$ cat config.mk
export PLATFORM = sky130hd
export DESIGN_NAME = pwg_core
export DESIGN_NICKNAME = d
export VERILOG_FILES = /design/src/design/pwg_pkg.sv /design/src/design/pwg_core.sv /design/src/design/pwg_postscale.sv
export SDC_FILE = /design/constraint.sdc
export NUM_CORES = 1
export LEC_CHECK = 0
export ABC_AREA = 1
export BUFFER_PORTS_ARGS = -buffer_cell sky130_fd_sc_hd__buf_2
export CAP_MARGIN = 40
export CORE_UTILIZATION = 40
export DETAILED_ROUTE_END_ITERATION = 16
export PLACE_DENSITY = 0.69
export SLEW_MARGIN = 20
export SYNTH_ARGS = -nofsm -noshare
export SYNTH_HDL_FRONTEND = slang
export SYNTH_SLANG_ARGS = --single-unit
$ cat constraint.sdc
create_clock -name sys_clk -period 2.13 [get_ports sys_clk]
set_input_delay 0 -clock sys_clk [delete_from_list [all_inputs] [get_ports sys_clk]]
set_output_delay 0 -clock sys_clk [all_outputs]
set_load 0.03 [all_outputs]
$ cat src/design/pwg_pkg.sv
`default_nettype none
// ==========================================================
// Shared constants of the PWM period and duty generator
package pwg_pkg;
   // Register offsets on the plain register port
   localparam logic [3:0] OFS_PERIOD = 4'h0;
   localparam logic [3:0] OFS_TIMER = 4'h1;
   localparam logic [3:0] OFS_TMR_CTRL = 4'h2;
   localparam logic [3:0] OFS_DUTY_BYTE = 4'h3;
   localparam logic [3:0] OFS_DUTY_SHADOW = 4'h4;
   localparam logic [3:0] OFS_CCP_CTRL = 4'h5;
   localparam logic [3:0] OFS_INT_STATUS = 4'h6;
   localparam logic [3:0] OFS_INT_MASK = 4'h7;
   // Reset values
   localparam logic [7:0] RST_PERIOD = 8'hff;
   localparam logic [7:0] RST_ZERO = 8'h00;
   // Timer control fields
   localparam int TMR_PS_LSB = 0;
   localparam int TMR_ON_BIT = 2;
   localparam int TMR_POST_LSB = 3;
   // Capture/compare/PWM control fields
   localparam int CCP_MODE_LSB = 2;
   localparam logic [1:0] CCP_MODE_PWM = 2'h3;
   localparam int CCP_DLOW_LSB = 4;
   localparam logic [7:0] CCP_CTRL_MASK = 8'h3f;
   // Prescale selections and their last count
   localparam logic [1:0] PS_DIV1 = 2'h0;
   localparam logic [1:0] PS_DIV4 = 2'h1;
   localparam logic [3:0] PS_LAST1 = 4'h0;
   localparam logic [3:0] PS_LAST4 = 4'h3;
   localparam logic [3:0] PS_LAST16 = 4'hf;
   // Four oscillator phases per instruction cycle
   localparam logic [1:0] Q_LAST = 2'h3;
   localparam logic [15:0] Q_PHASES = 16'h0004;
   // Interrupt status bits
   localparam int IRQ_TMR_MATCH = 0;
   localparam int IRQ_DUTY_END = 1;
   localparam int IRQ_W = 2;
endpackage
`default_nettype wire

$ cat src/design/pwg_core.sv
`default_nettype none
// ==========================================================
// PWM period and duty generator with register port
// What this block does
// - Control written zero forces output latch low
// - Period is (period+1) times four times prescale
// - Timer cleared on increment after period match
// - Rollover sets output unless duty is zero
// - Rollover copies duty byte and low bits
// - Postscaler never affects PWM period
// - Duty is byte plus control bits 5:4
// - High time is duty times oscillator times prescale
// - New duty applies only after period completes
// - Shadow register read only in PWM mode
// - Compare uses buffered duty copy only
// - Output cleared when duty equals extended timer
// - Duty beyond period keeps output high
// - Prescaler divides by one, four or sixteen
// - Period match clears timer, may raise interrupt
module pwg_core #(
   parameter int ADDR_W = 4
) (
   // Clock and reset
   input wire logic sys_clk,
   input wire logic rst_b,
   // Register port
   input wire logic [ADDR_W-1:0] reg_addr,
   input wire logic [7:0] reg_wdata,
   input wire logic reg_wr,
   input wire logic reg_rd,
   output logic [7:0] reg_rdata,
   // Port C direction bit of the shared pin, 1 = input
   input wire logic port_c_direction_bit,
   // Pin and interrupt
   output logic pwm_output_pin,
   output logic pwm_output_pin_oe,
   output logic irq
);
   // ==========================================================
   // Parameter check
   if (ADDR_W < 3 || ADDR_W > 4) begin : g_bad_addr
      $error("pwg_core: ADDR_W must be 3 or 4");
   end

   // ==========================================================
   // Decode helpers
   function automatic logic [3:0] ps_last(input logic [1:0] sel);
      ps_last = (sel == pwg_pkg::PS_DIV1) ? pwg_pkg::PS_LAST1 :
                (sel == pwg_pkg::PS_DIV4) ? pwg_pkg::PS_LAST4 : pwg_pkg::PS_LAST16;
   endfunction

   function automatic logic [1:0] ext_bits(input logic [1:0] sel, input logic [1:0] qv,
                                           input logic [3:0] pv);
      ext_bits = (sel == pwg_pkg::PS_DIV1) ? qv :
                 (sel == pwg_pkg::PS_DIV4) ? pv[1:0] : pv[3:2];
   endfunction

   function automatic logic is_wr(input logic wr, input logic [ADDR_W-1:0] a,
                                  input logic [3:0] ofs);
      is_wr = wr && (4'(a) == ofs);
   endfunction

   // ==========================================================
   // Registers and state
   logic [7:0] period_register;
   logic [7:0] period_timer;
   logic [7:0] timer_control;
   logic [7:0] duty_byte_register;
   logic [7:0] duty_shadow_register;
   logic [7:0] capture_compare_pwm_control;
   logic [1:0] duty_low_latch;
   logic [pwg_pkg::IRQ_W-1:0] int_status;
   logic [pwg_pkg::IRQ_W-1:0] int_mask;
   logic [1:0] q_phase;
   logic [3:0] pre_count;

   logic [1:0] next_q_phase;
   logic [3:0] next_pre_count;
   logic [7:0] next_period_timer;
   logic [1:0] next_ext;
   logic inst_tick;
   logic rollover;
   logic cmp_match;
   logic pwm_mode;
   logic tmr_on;
   logic [1:0] ps_sel;
   logic [9:0] duty_req;
   logic ctrl_wr;
   logic post_event;
   logic duty_end;
   logic [pwg_pkg::IRQ_W-1:0] irq_set;

   assign tmr_on = timer_control[pwg_pkg::TMR_ON_BIT];
   assign ps_sel = timer_control[pwg_pkg::TMR_PS_LSB +: 2];
   assign pwm_mode = capture_compare_pwm_control[pwg_pkg::CCP_MODE_LSB +: 2]
                     == pwg_pkg::CCP_MODE_PWM;
   // Requested duty: byte on top, control bits below
   assign duty_req = {duty_byte_register,
                      capture_compare_pwm_control[pwg_pkg::CCP_DLOW_LSB +: 2]};
   assign ctrl_wr = is_wr(reg_wr, reg_addr, pwg_pkg::OFS_CCP_CTRL);

   // ==========================================================
   // Time base: phase counter, prescaler, period timer
   always_comb begin
      next_q_phase = q_phase + 2'h1;
      inst_tick = (q_phase == pwg_pkg::Q_LAST) && tmr_on;
      next_pre_count = pre_count;
      next_period_timer = period_timer;
      rollover = 1'b0;
      if (inst_tick) begin
         // >= so a smaller ratio chosen mid-count cannot overrun
         if (pre_count >= ps_last(ps_sel)) begin
            next_pre_count = 4'h0;
            if (period_timer == period_register) begin
               rollover = 1'b1;
               next_period_timer = 8'h00;
            end else begin
               next_period_timer = period_timer + 8'h01;
            end
         end else begin
            next_pre_count = pre_count + 4'h1;
         end
      end
      // Undivided: phase counter; divided: prescaler bits
      next_ext = ext_bits(ps_sel, next_q_phase, next_pre_count);
      // Compared against the next position so high time is exact
      cmp_match = {duty_shadow_register, duty_low_latch} ==
                  {next_period_timer, next_ext};
   end

   // Phase counter runs freely like the instruction clock
   always_ff @(posedge sys_clk or negedge rst_b) begin
      if (!rst_b) begin
         q_phase <= 2'h0;
      end else begin
         q_phase <= next_q_phase;
      end
   end

   // Timer and prescaler; a timer register write restarts the prescaler
   always_ff @(posedge sys_clk or negedge rst_b) begin
      if (!rst_b) begin
         period_timer <= pwg_pkg::RST_ZERO;
         pre_count <= 4'h0;
      end else if (is_wr(reg_wr, reg_addr, pwg_pkg::OFS_TIMER)) begin
         period_timer <= reg_wdata;
         pre_count <= 4'h0;
      end else begin
         period_timer <= next_period_timer;
         pre_count <= next_pre_count;
      end
   end

   // ==========================================================
   // Software registers
   always_ff @(posedge sys_clk or negedge rst_b) begin
      if (!rst_b) begin
         period_register <= pwg_pkg::RST_PERIOD;
         timer_control <= pwg_pkg::RST_ZERO;
         duty_byte_register <= pwg_pkg::RST_ZERO;
         capture_compare_pwm_control <= pwg_pkg::RST_ZERO;
         int_mask <= '0;
      end else if (reg_wr) begin
         // Any moment is fine; the buffer decides when it counts
         unique case (4'(reg_addr))
            pwg_pkg::OFS_PERIOD: period_register <= reg_wdata;
            pwg_pkg::OFS_TMR_CTRL: timer_control <= {1'b0, reg_wdata[6:0]};
            pwg_pkg::OFS_DUTY_BYTE: duty_byte_register <= reg_wdata;
            pwg_pkg::OFS_CCP_CTRL: capture_compare_pwm_control <=
                                   reg_wdata & pwg_pkg::CCP_CTRL_MASK;
            pwg_pkg::OFS_INT_MASK: int_mask <= reg_wdata[pwg_pkg::IRQ_W-1:0];
            default: ;
         endcase
      end
   end

   // Duty double buffer, loaded only at rollover in PWM mode
   always_ff @(posedge sys_clk or negedge rst_b) begin
      if (!rst_b) begin
         duty_shadow_register <= pwg_pkg::RST_ZERO;
         duty_low_latch <= 2'h0;
      end else if (pwm_mode && rollover) begin
         duty_shadow_register <= duty_byte_register;
         duty_low_latch <= duty_req[1:0];
      end else if (!pwm_mode && is_wr(reg_wr, reg_addr, pwg_pkg::OFS_DUTY_SHADOW)) begin
         duty_shadow_register <= reg_wdata; // Writable outside PWM only
      end
   end

   // ==========================================================
   // Output latch
   always_ff @(posedge sys_clk or negedge rst_b) begin
      if (!rst_b) begin
         pwm_output_pin <= 1'b0;
      end else if (!pwm_mode || (ctrl_wr &&
                   reg_wdata[pwg_pkg::CCP_MODE_LSB +: 2] != pwg_pkg::CCP_MODE_PWM)) begin
         pwm_output_pin <= 1'b0; // Leaving PWM, including a zero write
      end else if (rollover) begin
         pwm_output_pin <= (duty_req != 10'h000);
      end else if (cmp_match) begin
         pwm_output_pin <= 1'b0; // No match past the period: stays high
      end
   end

   // Driver enable follows the port C direction bit, registered
   always_ff @(posedge sys_clk or negedge rst_b) begin
      if (!rst_b) begin
         pwm_output_pin_oe <= 1'b0;
      end else begin
         pwm_output_pin_oe <= !port_c_direction_bit;
      end
   end

   // ==========================================================
   // Interrupts
   pwg_postscale u_post (
      .sys_clk(sys_clk),
      .rst_b(rst_b),
      .match(rollover),
      .ratio(timer_control[pwg_pkg::TMR_POST_LSB +: 4]),
      .event_pulse(post_event)
   );

   // Postscaled match only reaches the interrupt, not the period
   assign duty_end = pwm_mode && !rollover && cmp_match && pwm_output_pin;
   assign irq_set = {duty_end, post_event};

   // Sticky status, write one to clear, a new event wins
   always_ff @(posedge sys_clk or negedge rst_b) begin
      if (!rst_b) begin
         int_status <= '0;
      end else if (is_wr(reg_wr, reg_addr, pwg_pkg::OFS_INT_STATUS)) begin
         int_status <= (int_status & ~reg_wdata[pwg_pkg::IRQ_W-1:0]) | irq_set;
      end else begin
         int_status <= int_status | irq_set;
      end
   end

   assign irq = |(int_status & int_mask);

   // ==========================================================
   // Read data, valid only in the cycle after the strobe
   always_ff @(posedge sys_clk or negedge rst_b) begin
      if (!rst_b) begin
         reg_rdata <= 8'h00;
      end else if (reg_rd) begin
         unique case (4'(reg_addr))
            pwg_pkg::OFS_PERIOD: reg_rdata <= period_register;
            pwg_pkg::OFS_TIMER: reg_rdata <= period_timer;
            pwg_pkg::OFS_TMR_CTRL: reg_rdata <= timer_control;
            pwg_pkg::OFS_DUTY_BYTE: reg_rdata <= duty_byte_register;
            pwg_pkg::OFS_DUTY_SHADOW: reg_rdata <= duty_shadow_register;
            pwg_pkg::OFS_CCP_CTRL: reg_rdata <= capture_compare_pwm_control;
            pwg_pkg::OFS_INT_STATUS: reg_rdata <= {6'h00, int_status};
            pwg_pkg::OFS_INT_MASK: reg_rdata <= {6'h00, int_mask};
            default: reg_rdata <= 8'h00;
         endcase
      end else begin
         reg_rdata <= 8'h00;
      end
   end

   // ==========================================================
   // Checks
   logic [15:0] gap;
   logic quiet;

   // Cycles since rollover, and whether config stayed untouched
   always_ff @(posedge sys_clk or negedge rst_b) begin
      if (!rst_b) begin
         gap <= 16'h0000;
         quiet <= 1'b0;
      end else begin
         gap <= rollover ? 16'h0000 : gap + 16'h0001;
         quiet <= reg_wr ? 1'b0 : (rollover ? 1'b1 : quiet);
      end
   end

   // Period, timer, output and buffer
   a_period_length: assert property (@(posedge sys_clk) disable iff (!rst_b)
      rollover && quiet |-> gap + 16'h0001 == (16'(period_register) + 16'h0001)
                            * pwg_pkg::Q_PHASES * (16'(ps_last(ps_sel)) + 16'h0001))
      else $error("period length wrong");
   a_timer_clear: assert property (@(posedge sys_clk) disable iff (!rst_b)
      rollover && !is_wr(reg_wr, reg_addr, pwg_pkg::OFS_TIMER) |=> period_timer == 8'h00)
      else $error("timer not cleared at rollover");
   a_out_set: assert property (@(posedge sys_clk) disable iff (!rst_b)
      rollover && pwm_mode && !ctrl_wr && duty_req != 10'h000 |=> pwm_output_pin)
      else $error("output not set at rollover");
   a_zero_duty: assert property (@(posedge sys_clk) disable iff (!rst_b)
      rollover && pwm_mode && duty_req == 10'h000 |=> !pwm_output_pin)
      else $error("output set with zero duty");
   a_shadow_load: assert property (@(posedge sys_clk) disable iff (!rst_b)
      rollover && pwm_mode |=> {duty_shadow_register, duty_low_latch} == $past(duty_req))
      else $error("duty not buffered at rollover");
   a_shadow_ro: assert property (@(posedge sys_clk) disable iff (!rst_b)
      pwm_mode && !rollover && is_wr(reg_wr, reg_addr, pwg_pkg::OFS_DUTY_SHADOW)
      |=> $stable(duty_shadow_register))
      else $error("shadow written in PWM mode");
   a_ctrl_zero: assert property (@(posedge sys_clk) disable iff (!rst_b)
      ctrl_wr && reg_wdata == 8'h00 |=> !pwm_output_pin [*2])
      else $error("output not forced low");
   a_duty_clear: assert property (@(posedge sys_clk) disable iff (!rst_b)
      pwm_mode && !rollover && cmp_match |=> !pwm_output_pin)
      else $error("output not cleared at duty match");
   a_buffer_stable: assert property (@(posedge sys_clk) disable iff (!rst_b)
      !rollover && pwm_mode |=> $stable(duty_low_latch))
      else $error("buffered duty moved mid period");

   // Time base: rollover point and prescaler restart
   a_rollover_point: assert property (@(posedge sys_clk) disable iff (!rst_b)
      rollover |-> period_timer == period_register)
      else $error("rollover away from period value");
   a_prescale_restart: assert property (@(posedge sys_clk) disable iff (!rst_b)
      rollover |=> pre_count == 4'h0)
      else $error("prescaler not restarted at rollover");

   // Stopped timer holds; phase counter wraps after four phases
   a_timer_hold: assert property (@(posedge sys_clk) disable iff (!rst_b)
      !tmr_on && !is_wr(reg_wr, reg_addr, pwg_pkg::OFS_TIMER) |=> $stable(period_timer))
      else $error("stopped timer moved");
   a_phase_wrap: assert property (@(posedge sys_clk) disable iff (!rst_b)
      q_phase == pwg_pkg::Q_LAST |=> q_phase == 2'h0)
      else $error("phase counter did not wrap");

   // Outside PWM the latch stays low and the low bits stay put
   a_mode_off_low: assert property (@(posedge sys_clk) disable iff (!rst_b)
      !pwm_mode |=> !pwm_output_pin)
      else $error("output high outside PWM mode");
   a_low_idle: assert property (@(posedge sys_clk) disable iff (!rst_b)
      !pwm_mode |=> $stable(duty_low_latch))
      else $error("low duty bits moved outside PWM mode");

   // Events stick in status; driver enable tracks the direction bit
   a_event_sticky: assert property (@(posedge sys_clk) disable iff (!rst_b)
      |irq_set |=> (int_status & $past(irq_set)) == $past(irq_set))
      else $error("interrupt event lost");
   a_oe_follow: assert property (@(posedge sys_clk) disable iff (!rst_b)
      pwm_output_pin_oe == !$past(port_c_direction_bit))
      else $error("driver enable does not follow direction bit");
endmodule
`default_nettype wire

$ cat src/design/pwg_postscale.sv
`default_nettype none
// ==========================================================
// Timer match postscaler, 1:1 to 1:16
module pwg_postscale (
   // Clock and reset
   input wire logic sys_clk,
   input wire logic rst_b,
   // Match input and ratio
   input wire logic match,
   input wire logic [3:0] ratio,
   // Postscaled event
   output logic event_pulse
);
   logic [3:0] count;

   // Event on match number ratio+1 only; PWM timing never looks here
   assign event_pulse = match && (count >= ratio);

   // Match counter
   always_ff @(posedge sys_clk or negedge rst_b) begin
      if (!rst_b) begin
         count <= 4'h0;
      end else if (event_pulse) begin
         count <= 4'h0;
      end else if (match) begin
         count <= count + 4'h1;
      end
   end
endmodule
`default_nettype wire

# ---- Word level (Yosys, flattened, before mapping)
# Index checks and enable logic that the tools add are counted.
dict set report word_totals {
  latch_bits 0
  ram_bits 0
  n_memories 0
  in_bits 17
  rom_bits 0
  elab_cells 91
  reg_bits 71
  output_inout_bits 11
}
dict set report op_classes {
  n_addsub 4
  muxes 24
  reduce_logical 28
  n_mul 0
  div 0
  eq_ne 13
  bitwise_logic 5
  n_shift 0
  n_lt_le_gt_ge 2
}
# op n
set ops {}
lappend ops {{8-bit case mux with 8 select lines} 1}
lappend ops {{8-bit two-way mux} 7}
lappend ops {{4-bit two-way mux} 7}
lappend ops {{4-bit by 3-bit == test with 1-bit output, second input constant} 4}
lappend ops {{1-bit logical AND} 12}
lappend ops {{10-bit == test} 1}
lappend ops {{2-bit AND reduction} 5}
lappend ops {{10-bit nonzero test} 1}
lappend ops {{4-bit by 1-bit adder with 4-bit output, second input constant} 2}
lappend ops {{8-bit by 1-bit adder with 8-bit output, second input constant} 1}
lappend ops {{4-bit by 2-bit == test with 1-bit output, second input constant} 2}
lappend ops {{8-bit == test} 1}
lappend ops {{4-bit >= comparator} 2}
lappend ops {{1-bit two-way mux} 6}
lappend ops {{2-bit two-way mux} 3}
lappend ops {{2-bit AND} 2}
lappend ops {{2-bit == test, second input constant} 2}
lappend ops {{4-bit by 1-bit == test with 1-bit output, second input constant} 1}
lappend ops {{4-bit logical NOT} 1}
lappend ops {{2-bit bitwise OR} 2}
lappend ops {{2-bit nonzero test} 2}
lappend ops {{1-bit logical NOT} 3}
lappend ops {{3-bit nonzero test} 1}
lappend ops {{2-bit by 1-bit adder with 2-bit output, second input constant} 1}
lappend ops {{other kinds (6)} 6}

# ---- Longest topological paths before layout
# Gate-level depths: netlist of run 1.
dict set report depth {
  depth_word 13
  ltp_mapped 20
  ltp_nobuf 20
}

# ---- Cells and area by module
# From an unflattened synthesis of run 1, not the netlist that was laid out.
dict set report hier_totals {
  hier_cells 555
  hier_area_um2 4162.7
}
# mod area_per_inst_um2 cells_per_inst seq_area_each_um2 instances
set modules_own_cells {}
lappend modules_own_cells {pwg_core 3860.0 514 1686.6 1}
lappend modules_own_cells {pwg_postscale 302.8 41 100.1 1}

# ---- Least setup slack after synthesis of run 1
# OpenSTA, ideal clock, no wires.
dict set report synth_path {
  path_type {register -> register}
  start {reg timer_control[1]}
  end {reg pwm_output_pin}
  t_arrival_ns 1.980
  path_buffers 1
  setup_time_ns 0.128
  stages_incl_launch_ff 17
  t_required_ns 2.002
  synth_period_minus_slack_ns 2.107
  path_slack_ns 0.023
  path_cell_list {dfrtp_1 > nor2_1 > inv_1 > ha_1 > nand4_1 > nand3_2 > nand2_2 > buf_6 > nand3_1 > nand2_1 > nand3_1 > nand2_1 > nand3_1 > nor2_2 > nand3_1 > nand2_1 > nand2_1}
}
dict set report synth_between {
  elab_chain_cells 10
  elab_cells_between_ends 17
  classes_between {order compare (1); eq/ne (2); mux (12); reduce/logical (2)}
}
# element line
set synth_rtl {}
lappend synth_rtl {{from (decl)} pwg_core.sv:67} ;# logic [7:0] timer_control;
lappend synth_rtl {{from (signal assigned)} pwg_core.sv:159} ;# timer_control <= pwg_pkg::RST_ZERO;
lappend synth_rtl {{from (signal assigned)} pwg_core.sv:167} ;# pwg_pkg::OFS_TMR_CTRL: timer_control <= {1'b0, reg_wdata[6:0]};
lappend synth_rtl {{2-bit by 1-bit == test with 1-bit output} {pwg_core.sv:49, pwg_core.sv:55}}
lappend synth_rtl {{4-bit two-way mux} pwg_core.sv:49} ;# (sel == pwg_pkg::PS_DIV4) ? pwg_pkg::PS_LAST4 : pwg_pkg::PS_LAST16;
lappend synth_rtl {{4-bit two-way mux} pwg_core.sv:48} ;# ps_last = (sel == pwg_pkg::PS_DIV1) ? pwg_pkg::PS_LAST1 :
lappend synth_rtl {{4-bit >= comparator} pwg_core.sv:112} ;# if (pre_count >= ps_last(ps_sel)) begin
lappend synth_rtl {{4-bit two-way mux} pwg_core.sv:112}
lappend synth_rtl {{4-bit two-way mux} pwg_core.sv:110} ;# if (inst_tick) begin
lappend synth_rtl {{2-bit two-way mux} pwg_core.sv:55} ;# (sel == pwg_pkg::PS_DIV4) ? pv[1:0] : pv[3:2];
lappend synth_rtl {{2-bit two-way mux} pwg_core.sv:54} ;# ext_bits = (sel == pwg_pkg::PS_DIV1) ? qv :
lappend synth_rtl {{10-bit == test} pwg_core.sv:127} ;# cmp_match = {duty_shadow_register, duty_low_latch} ==
lappend synth_rtl {{3-bit nonzero test (no line)} -}
lappend synth_rtl {{to (signal assigned)} pwg_core.sv:199} ;# pwm_output_pin <= (duty_req != 10'h000);
lappend synth_rtl {{to (decl)} pwg_core.sv:35} ;# output logic pwm_output_pin,
# Several ways; a longest one is shown, not always the timed one.
# A chain may end at the register's enable or synchronous reset.

# ---- Worst setup path after layout of run 1
# Same ends and word-level chain as after synthesis.

==> impl_metrics.ini, run 1 <==
[power]
leakagePower_nw = 2.624
clock_power_share = 0.209
peakVddDrop_v = 0.0004453
combPwrFrac = 0.411
netSwitchingPower_mw = 2.030
pwr_density_cell_mw_per_mm2 = 994.4
p_sw_frac = 0.3899
seqPwrFrac = 0.381
power.internal_mw = 3.177

[critical_path]
worstSetupStartpointType = flop
worstSetupPathType = reg2reg
cp_max_fo = 4
reg2reg_slack_ns = -0.19
critPathRequiredTime_ns = 2.38
endpoint_kind = flop
arrival_ns = 2.57

[global_routing]
antenna_found_initial = 0
grt_use_total = 0.2414
grt_max_degree = 33
gr-total-overflow = 0
grt_pass1_wl_um = 18390
grt_pass1_vias = 3724

[yosys]
synthArstFlopShare = 1.000
postSynthRegisterBits = 71
avgSynthCellArea_sq_um = 7.629
yosysSeqAreaShare = 0.4565
syn-cell-area_sq_mm = 0.003914
ys_warn_count = 0
synth_fp_nets = 542
synthDistinctLibCells = 35
synth_cells = 513
synth_flop_cell = dfrtp_1
synth_edf_count = 0

[drt]
highest_layer = met4
wl_met1_um = 5138
ant_nets = 0
firstDrtPassIters = 4
vias = 3940
routed_via_density = 5.310
drcViolationCount = 0
drtIter0Drc = 256
wl_met3_um = 710
met2_length_um = 5790
wl_per_cell_um = 16.35
wirelength_um = 12130

[clocking]
clk_path_buf_depth = 2
clock_sinks = 71
cts_buffers = 9
htreeDepth = 3
cts_tree = built
cts_root_buf = clkbuf_8
clk_latency_ns = 0.36
clk_pin_slew_ns = 0.08

[placed_design]
hpwl_um = 8659
port_buffers = 27
place_congestion = 0.9478
dp_cells = 696
place_ws_ns = -0.2910

[flow_run]
max_cap_violations = 0

[floorplan]
dieArea_sq_mm = 0.01018
chipWidth_um = 100.9
fp-row-count = 35
io_pins = 28
coreArea_sq_mm = 0.009371
start_util = 0.4176
chipHeight_um = 100.9

[layout]
nNetsFinal = 637
num_antenna_cells = 0
fill_cells = 862
layoutNonFillerInstCount = 742
area_growth_syn_to_layout_pct = 33.79
post_route_cells_drive_above_1_share = 0.2773

[timing]
fin_hold_ws_ns = 0.05525
final-setup-viol-count = 16
worst_slack_ns = -0.1923
max_slew_margin = 0.6068
min_period_ns = 2.322
skew_ns = 0.01406
rsz0062_at_grt = yes
fmax_mhz = 430.6
max_slew.worst_pin.slew_ns = 0.5749
slew_viol_final = 0
finalCritPeriodShare = 1.090
hold_violations = 0

[status]
violations = setup timing
status = finished, violations left

[worst_hold_path]
hold_path.class = in2reg
## synthesized netlist by cell type, types with 2 or more instances
library cell  instances  share of area
nand2_1             147           0.14
inv_1                79          0.076
dfrtp_1              63           0.40
o21ai_0              46          0.059
nor2_1               45          0.043
nand3_1              28          0.036
a21oi_1              13          0.017
ha_1                 12          0.038
o22ai_1              10          0.016
nand4_1               9          0.014
dfstp_2               8          0.054
o221ai_1              8          0.018
clkbuf_1              6         0.0058
a2111oi_0             5          0.011
a221oi_1              4         0.0090
nand2_2               3         0.0048
nor2_2                3         0.0048
xnor2_1               3         0.0067
buf_6                 2         0.0058
nor3_1                2         0.0026
nor3_2                2         0.0051
o21ai_2               2         0.0045
## worst max-delay path, cell delays in order, from the launching register on
cell     delay, ns
dfrtp_1       0.45
nor2_4        0.16
inv_2         0.07
ha_4          0.26
nand4_1       0.13
nand3_4       0.15
nand2_4       0.09
buf_6         0.13
o21ai_2       0.13
nand2_2       0.09
nand2_1       0.06
nand2_1       0.05
nor2_1        0.08
nand2_1       0.07
nor2_2        0.11
nand3_1       0.08
nand2_1       0.06
nand2_1       0.04
## logic make-up (layout without fill, tap and decap cells)
group,Yosys count,in the layout,share of synthesized area
AOI/OAI and AO/OA,94,94,0.1464
xor gates and xnor gates,3,3,0.006715
adders and majority gates,12,12,0.03836
buffers and inverters,90,190,0.09143
DFF,71,71,0.4565
and+or+nand+nor,243,243,0.2606
## path summary, 6_finish.rpt
kind / from / end / cells after the start
setup / recovery: timer_control[1] / pwm_output_pin / 17
hold / removal: reg_wr / int_mask[1] / 3
setup reg to reg: timer_control[1] / pwm_output_pin / 17
hold reg to reg: q_phase[0] / q_phase[0] / 1
max in group asynchronous: rst_b / period_register[4] / 3
min in group asynchronous: rst_b / period_timer[2] / 2
## layer usage
metal	GRT usage	vias up
li1	-	1868
met3	0.03675	43
met5	0	-
met2	0.3894	165
met1	0.3105	1864
met4	0.1360	0
## registers in the layout, summed over array words and instances, names as in the netlist, 4 cells and up
signal	count
timer_control	7
reg_rdata	8
u_post.count	4
duty_byte_register	8
pre_count	4
capture_compare_pwm_control	6
period_register	8
period_timer	8
duty_shadow_register	8
## stage by stage
| step | utilization | cell area, sq um | power [mW] | TNS (ns) |
|---|---|---|---|---|
| 4_1_cts | 0.5256 | 4926 | 4.925 | -0.4893 |
| 6_report | 0.5587 | 5236 | 5.207 | -2.040 |
| 5_1_grt | 0.5587 | 5236 | 5.543 | -3.805 |
| 3_3_place_gp | 0.4752 | 4453 | 3.608 | -1.062 |
| 3_5_place_dp | 0.4752 | 4453 | 3.651 | -1.975 |
| 2_1_floorplan | - | 3914 | 2.954 | 0 |
## final cells by class
| type | instances | area [sq um] | area share |
|---|---|---|---|
| tap | 129 | 161.4 | 0.03082 |
| multi-input combinational | 352 | 2013 | 0.3845 |
| clock inverter | 6 | 71.32 | 0.01362 |
| sequential | 71 | 1787 | 0.3412 |
| timing repair buffer | 93 | 760.7 | 0.1453 |
| inverter | 81 | 315.3 | 0.06022 |
| clock buffer | 10 | 127.6 | 0.02437 |
## power by group through the flow
stage / Clock (mW) / Combinational (mW) / Sequential, mW
floorplan: 0 / 1.05 / 1.91
global placement: 0 / 1.65 / 1.96
detailed placement: 0 / 1.69 / 1.96
CTS: 1.10 / 1.88 / 1.95
global route: 1.17 / 2.37 / 2.01
finish: 1.09 / 2.14 / 1.98
## repair_timing
item / CTS / global route
pin swaps: 15 / 14
gates resized for setup: 20 / 63
setup endpoints to repair: 18 / 21
setup buffers: 13 / 11
hold endpoints to repair: 33 / 0
hold buffers: 9 / 0
## layout by cell type (no fill, tap or decap), types with 10 or more instances in the layout
master | netlist | layout
buf_2 | 0 | 27
nor2_1 | 45 | 41
o21ai_0 | 46 | 38
nand3_1 | 28 | 21
buf_4 | 1 | 41
dfrtp_1 | 63 | 63
ha_1 | 12 | 10
nand2_2 | 3 | 10
a21oi_1 | 13 | 11
o22ai_1 | 10 | 10
nand2_1 | 147 | 135
buf_6 | 2 | 10
inv_1 | 79 | 73
(Power assumes the default switching activity.)
==> inputs of run 2 (changes only) <==
clock period = 2.1 ns   (was 2.13 ns; I/O delays follow)
==> run 2 against run 1 <==
The flow still finishes with violations (setup timing). Utilization is 2.2 points lower. Worst setup slack better by 0.0068 ns. Flip-flop and latch count is the same.
==> impl_metrics.ini, run 2 (synthesis results as in run 1) <==
[placed_design]
hpwl_um = 8259
port_buffers = 27
dp_cells = 696
place_congestion = 0.9800

[critical_path]
cp_max_fo = 4
worstSetupStartpointType = flop
critPathRequiredTime_ns = 2.32
critical_path.reg2reg.startpoint = timer_control[1]
crit_top_cell = nand2_1
ff2ff_path_depth = 17
r2r_end = pwm_output_pin
crit_family = simple AND/OR/NAND/NOR gates
slowest_stage = dfrtp_2
endpoint_kind = flop
critPathMaxStageDelay_ns = 0.44
worstSetupPathType = reg2reg
critPathBufInv = 2
reg2reg_slack_ns = -0.19
cp_cell_sequence = nor2_4, inv_2, ha_4, nand4_1, nand3_2, nand2_4, buf_6, o21ai_4, nand2_2, nand2_1, nand2_1, nor2_1, nand2_1, nor2_2, nand3_1, nand2_1, nand2_1
arrival_ns = 2.51

[layout]
register_area_sq_mm = 0.001788
multi_input_area_sq_mm = 0.001976
final_common_cell = nand2_1
final_cell_mix = nand2_1 (134), inv_1 (72), dfrtp_1 (62)
num_antenna_cells = 0
nNetsFinal = 627
fill_cells = 876
area_growth_syn_to_layout_pct = 28.58
post_route_cells_drive_above_1_share = 0.2674
utilization = 0.5370
layoutNonFillerInstCount = 731

[clocking]
cts_tree = built
htreeDepth = 3
clk_pin_slew_ns = 0.09
clk_path_buf_depth = 2
cts_buffers = 9
clock_sinks = 71
clk_latency_ns = 0.35
cts_root_buf = clkbuf_8

[floorplan]
chipHeight_um = 100.9
dieArea_sq_mm = 0.01018
fp-row-count = 35
chipWidth_um = 100.9
start_util = 0.4176
io_pins = 28
coreArea_sq_mm = 0.009371

[timing]
slew_viol_final = 0
finalCritPeriodShare = 1.088
final-setup-viol-count = 17
max_slew_margin = 0.5320
fmax_mhz = 437.5
rsz0062_at_grt = yes
hold_violations = 0
min_period_ns = 2.286
skew_ns = 0.01446
worst_slack_ns = -0.1855
max_slew.worst_pin.slew_ns = 0.6843
fin_setup_tns_ns = -1.431

[global_routing]
grt_pass1_vias = 3579
antenna_found_initial = 0
grt_pass1_wl_um = 17920
gr-total-overflow = 0
grt_use_total = 0.2333
grt_max_degree = 72

[power]
total_power_mw = 4.925
power.internal_mw = 2.956
pwr_density_cell_mw_per_mm2 = 978.6
netSwitchingPower_mw = 1.968
p_sw_frac = 0.3997
seqPwrFrac = 0.408
leakagePower_nw = 2.521
combPwrFrac = 0.397
clock_power_share = 0.195
peakVddDrop_v = 0.0004007

[worst_hold_path]
min_path_cells = 3
min_from = reg_rd
hold_path.class = in2reg
whs_endpoint = reg_rdata[5]

[drt]
drcViolationCount = 0
firstDrtPassIters = 5
routed_via_density = 5.398
vias = 3946
highest_layer = met4
met2_length_um = 5361
wirelength_um = 11610
wl_met1_um = 4984
drtIter0Drc = 335
wl_met3_um = 875
wl_per_cell_um = 15.88
ant_nets = 0

[status]
violations = setup timing
status = finished, violations left

[flow_run]
max_cap_violations = 0
## run 2: cell types whose count changed in the layout (fill, tap and decap cells not counted), sizes merged
cell	before	now
buf	84	75
bufinv	1	0
clkbuf	10	9
clkinv	4	5
dlygate4sd3	9	8
## run 2: worst max-delay path by stage
stage | startpoint | end | slack, ns | cells after the start
floorplan | timer_control[1] | pwm_output_pin | 0.02 | 16
global placement | timer_control[1] | pwm_output_pin | -0.13 | 15
detailed placement | timer_control[1] | pwm_output_pin | -0.21 | 16
CTS | timer_control[0] | pwm_output_pin | -0.11 | 17
global route | timer_control[1] | pwm_output_pin | -0.35 | 17
finish | timer_control[1] | pwm_output_pin | -0.19 | 17
## run 2: power by group through the flow
stage	Sequential [mW]	Combinational, mW	Clock [mW]
2_1_floorplan	1.94	1.06	0
3_3_place_gp	2.00	1.63	0
3_5_place_dp	2.00	1.66	0
4_1_cts	1.98	1.75	0.971
5_1_grt	2.04	2.18	1.03
6_report	2.01	1.96	0.959
## run 2: metal layers
metal,track usage,vias up
met4,0.1059,0
met2,0.3625,209
li1,-,1846
met5,0,-
met3,0.03953,38
met1,0.3192,1853
## run 2: area by class of cell
cell class | instances | area share
Clock buffer | 9 | 0.02461
Clock inverter | 6 | 0.007708
Inverter | 81 | 0.06315
Multi-Input combinational cell | 352 | 0.3926
Sequential cell | 71 | 0.3553
Tap cell | 129 | 0.03207
Timing Repair Buffer | 83 | 0.1246
## run 2: worst reg2reg max path: cells and delay by family, from the launching register on
kind | cells | cell delay [ns]
and+or+nand+nor | 13 | 1.15
DFF | 1 | 0.44
adders and majority gates | 1 | 0.26
buffers and inverters | 2 | 0.21
AOI/OAI and AO/OA | 1 | 0.11
## run 2: what timing repair did
item / CTS / global route
hold buffers: 8 / 0
cloned: 0 / 1
endpoints found under the setup margin: 13 / 18
buffers inserted: 4 / 7
pin swaps: 7 / 18
gates resized for setup: 15 / 57
hold endpoints to repair: 81 / 0
## run 2: stage by stage
stage	hold slack (ns)	area (sq um)	worst slack [ns]
2_1_floorplan	-0.2956	3916	0.01868
4_1_cts	0.01693	4756	-0.1115
3_3_place_gp	0.04634	4443	-0.1311
6_report	0.01733	5032	-0.1855
3_5_place_dp	0.05409	4443	-0.2113
5_1_grt	0.03069	5032	-0.3472
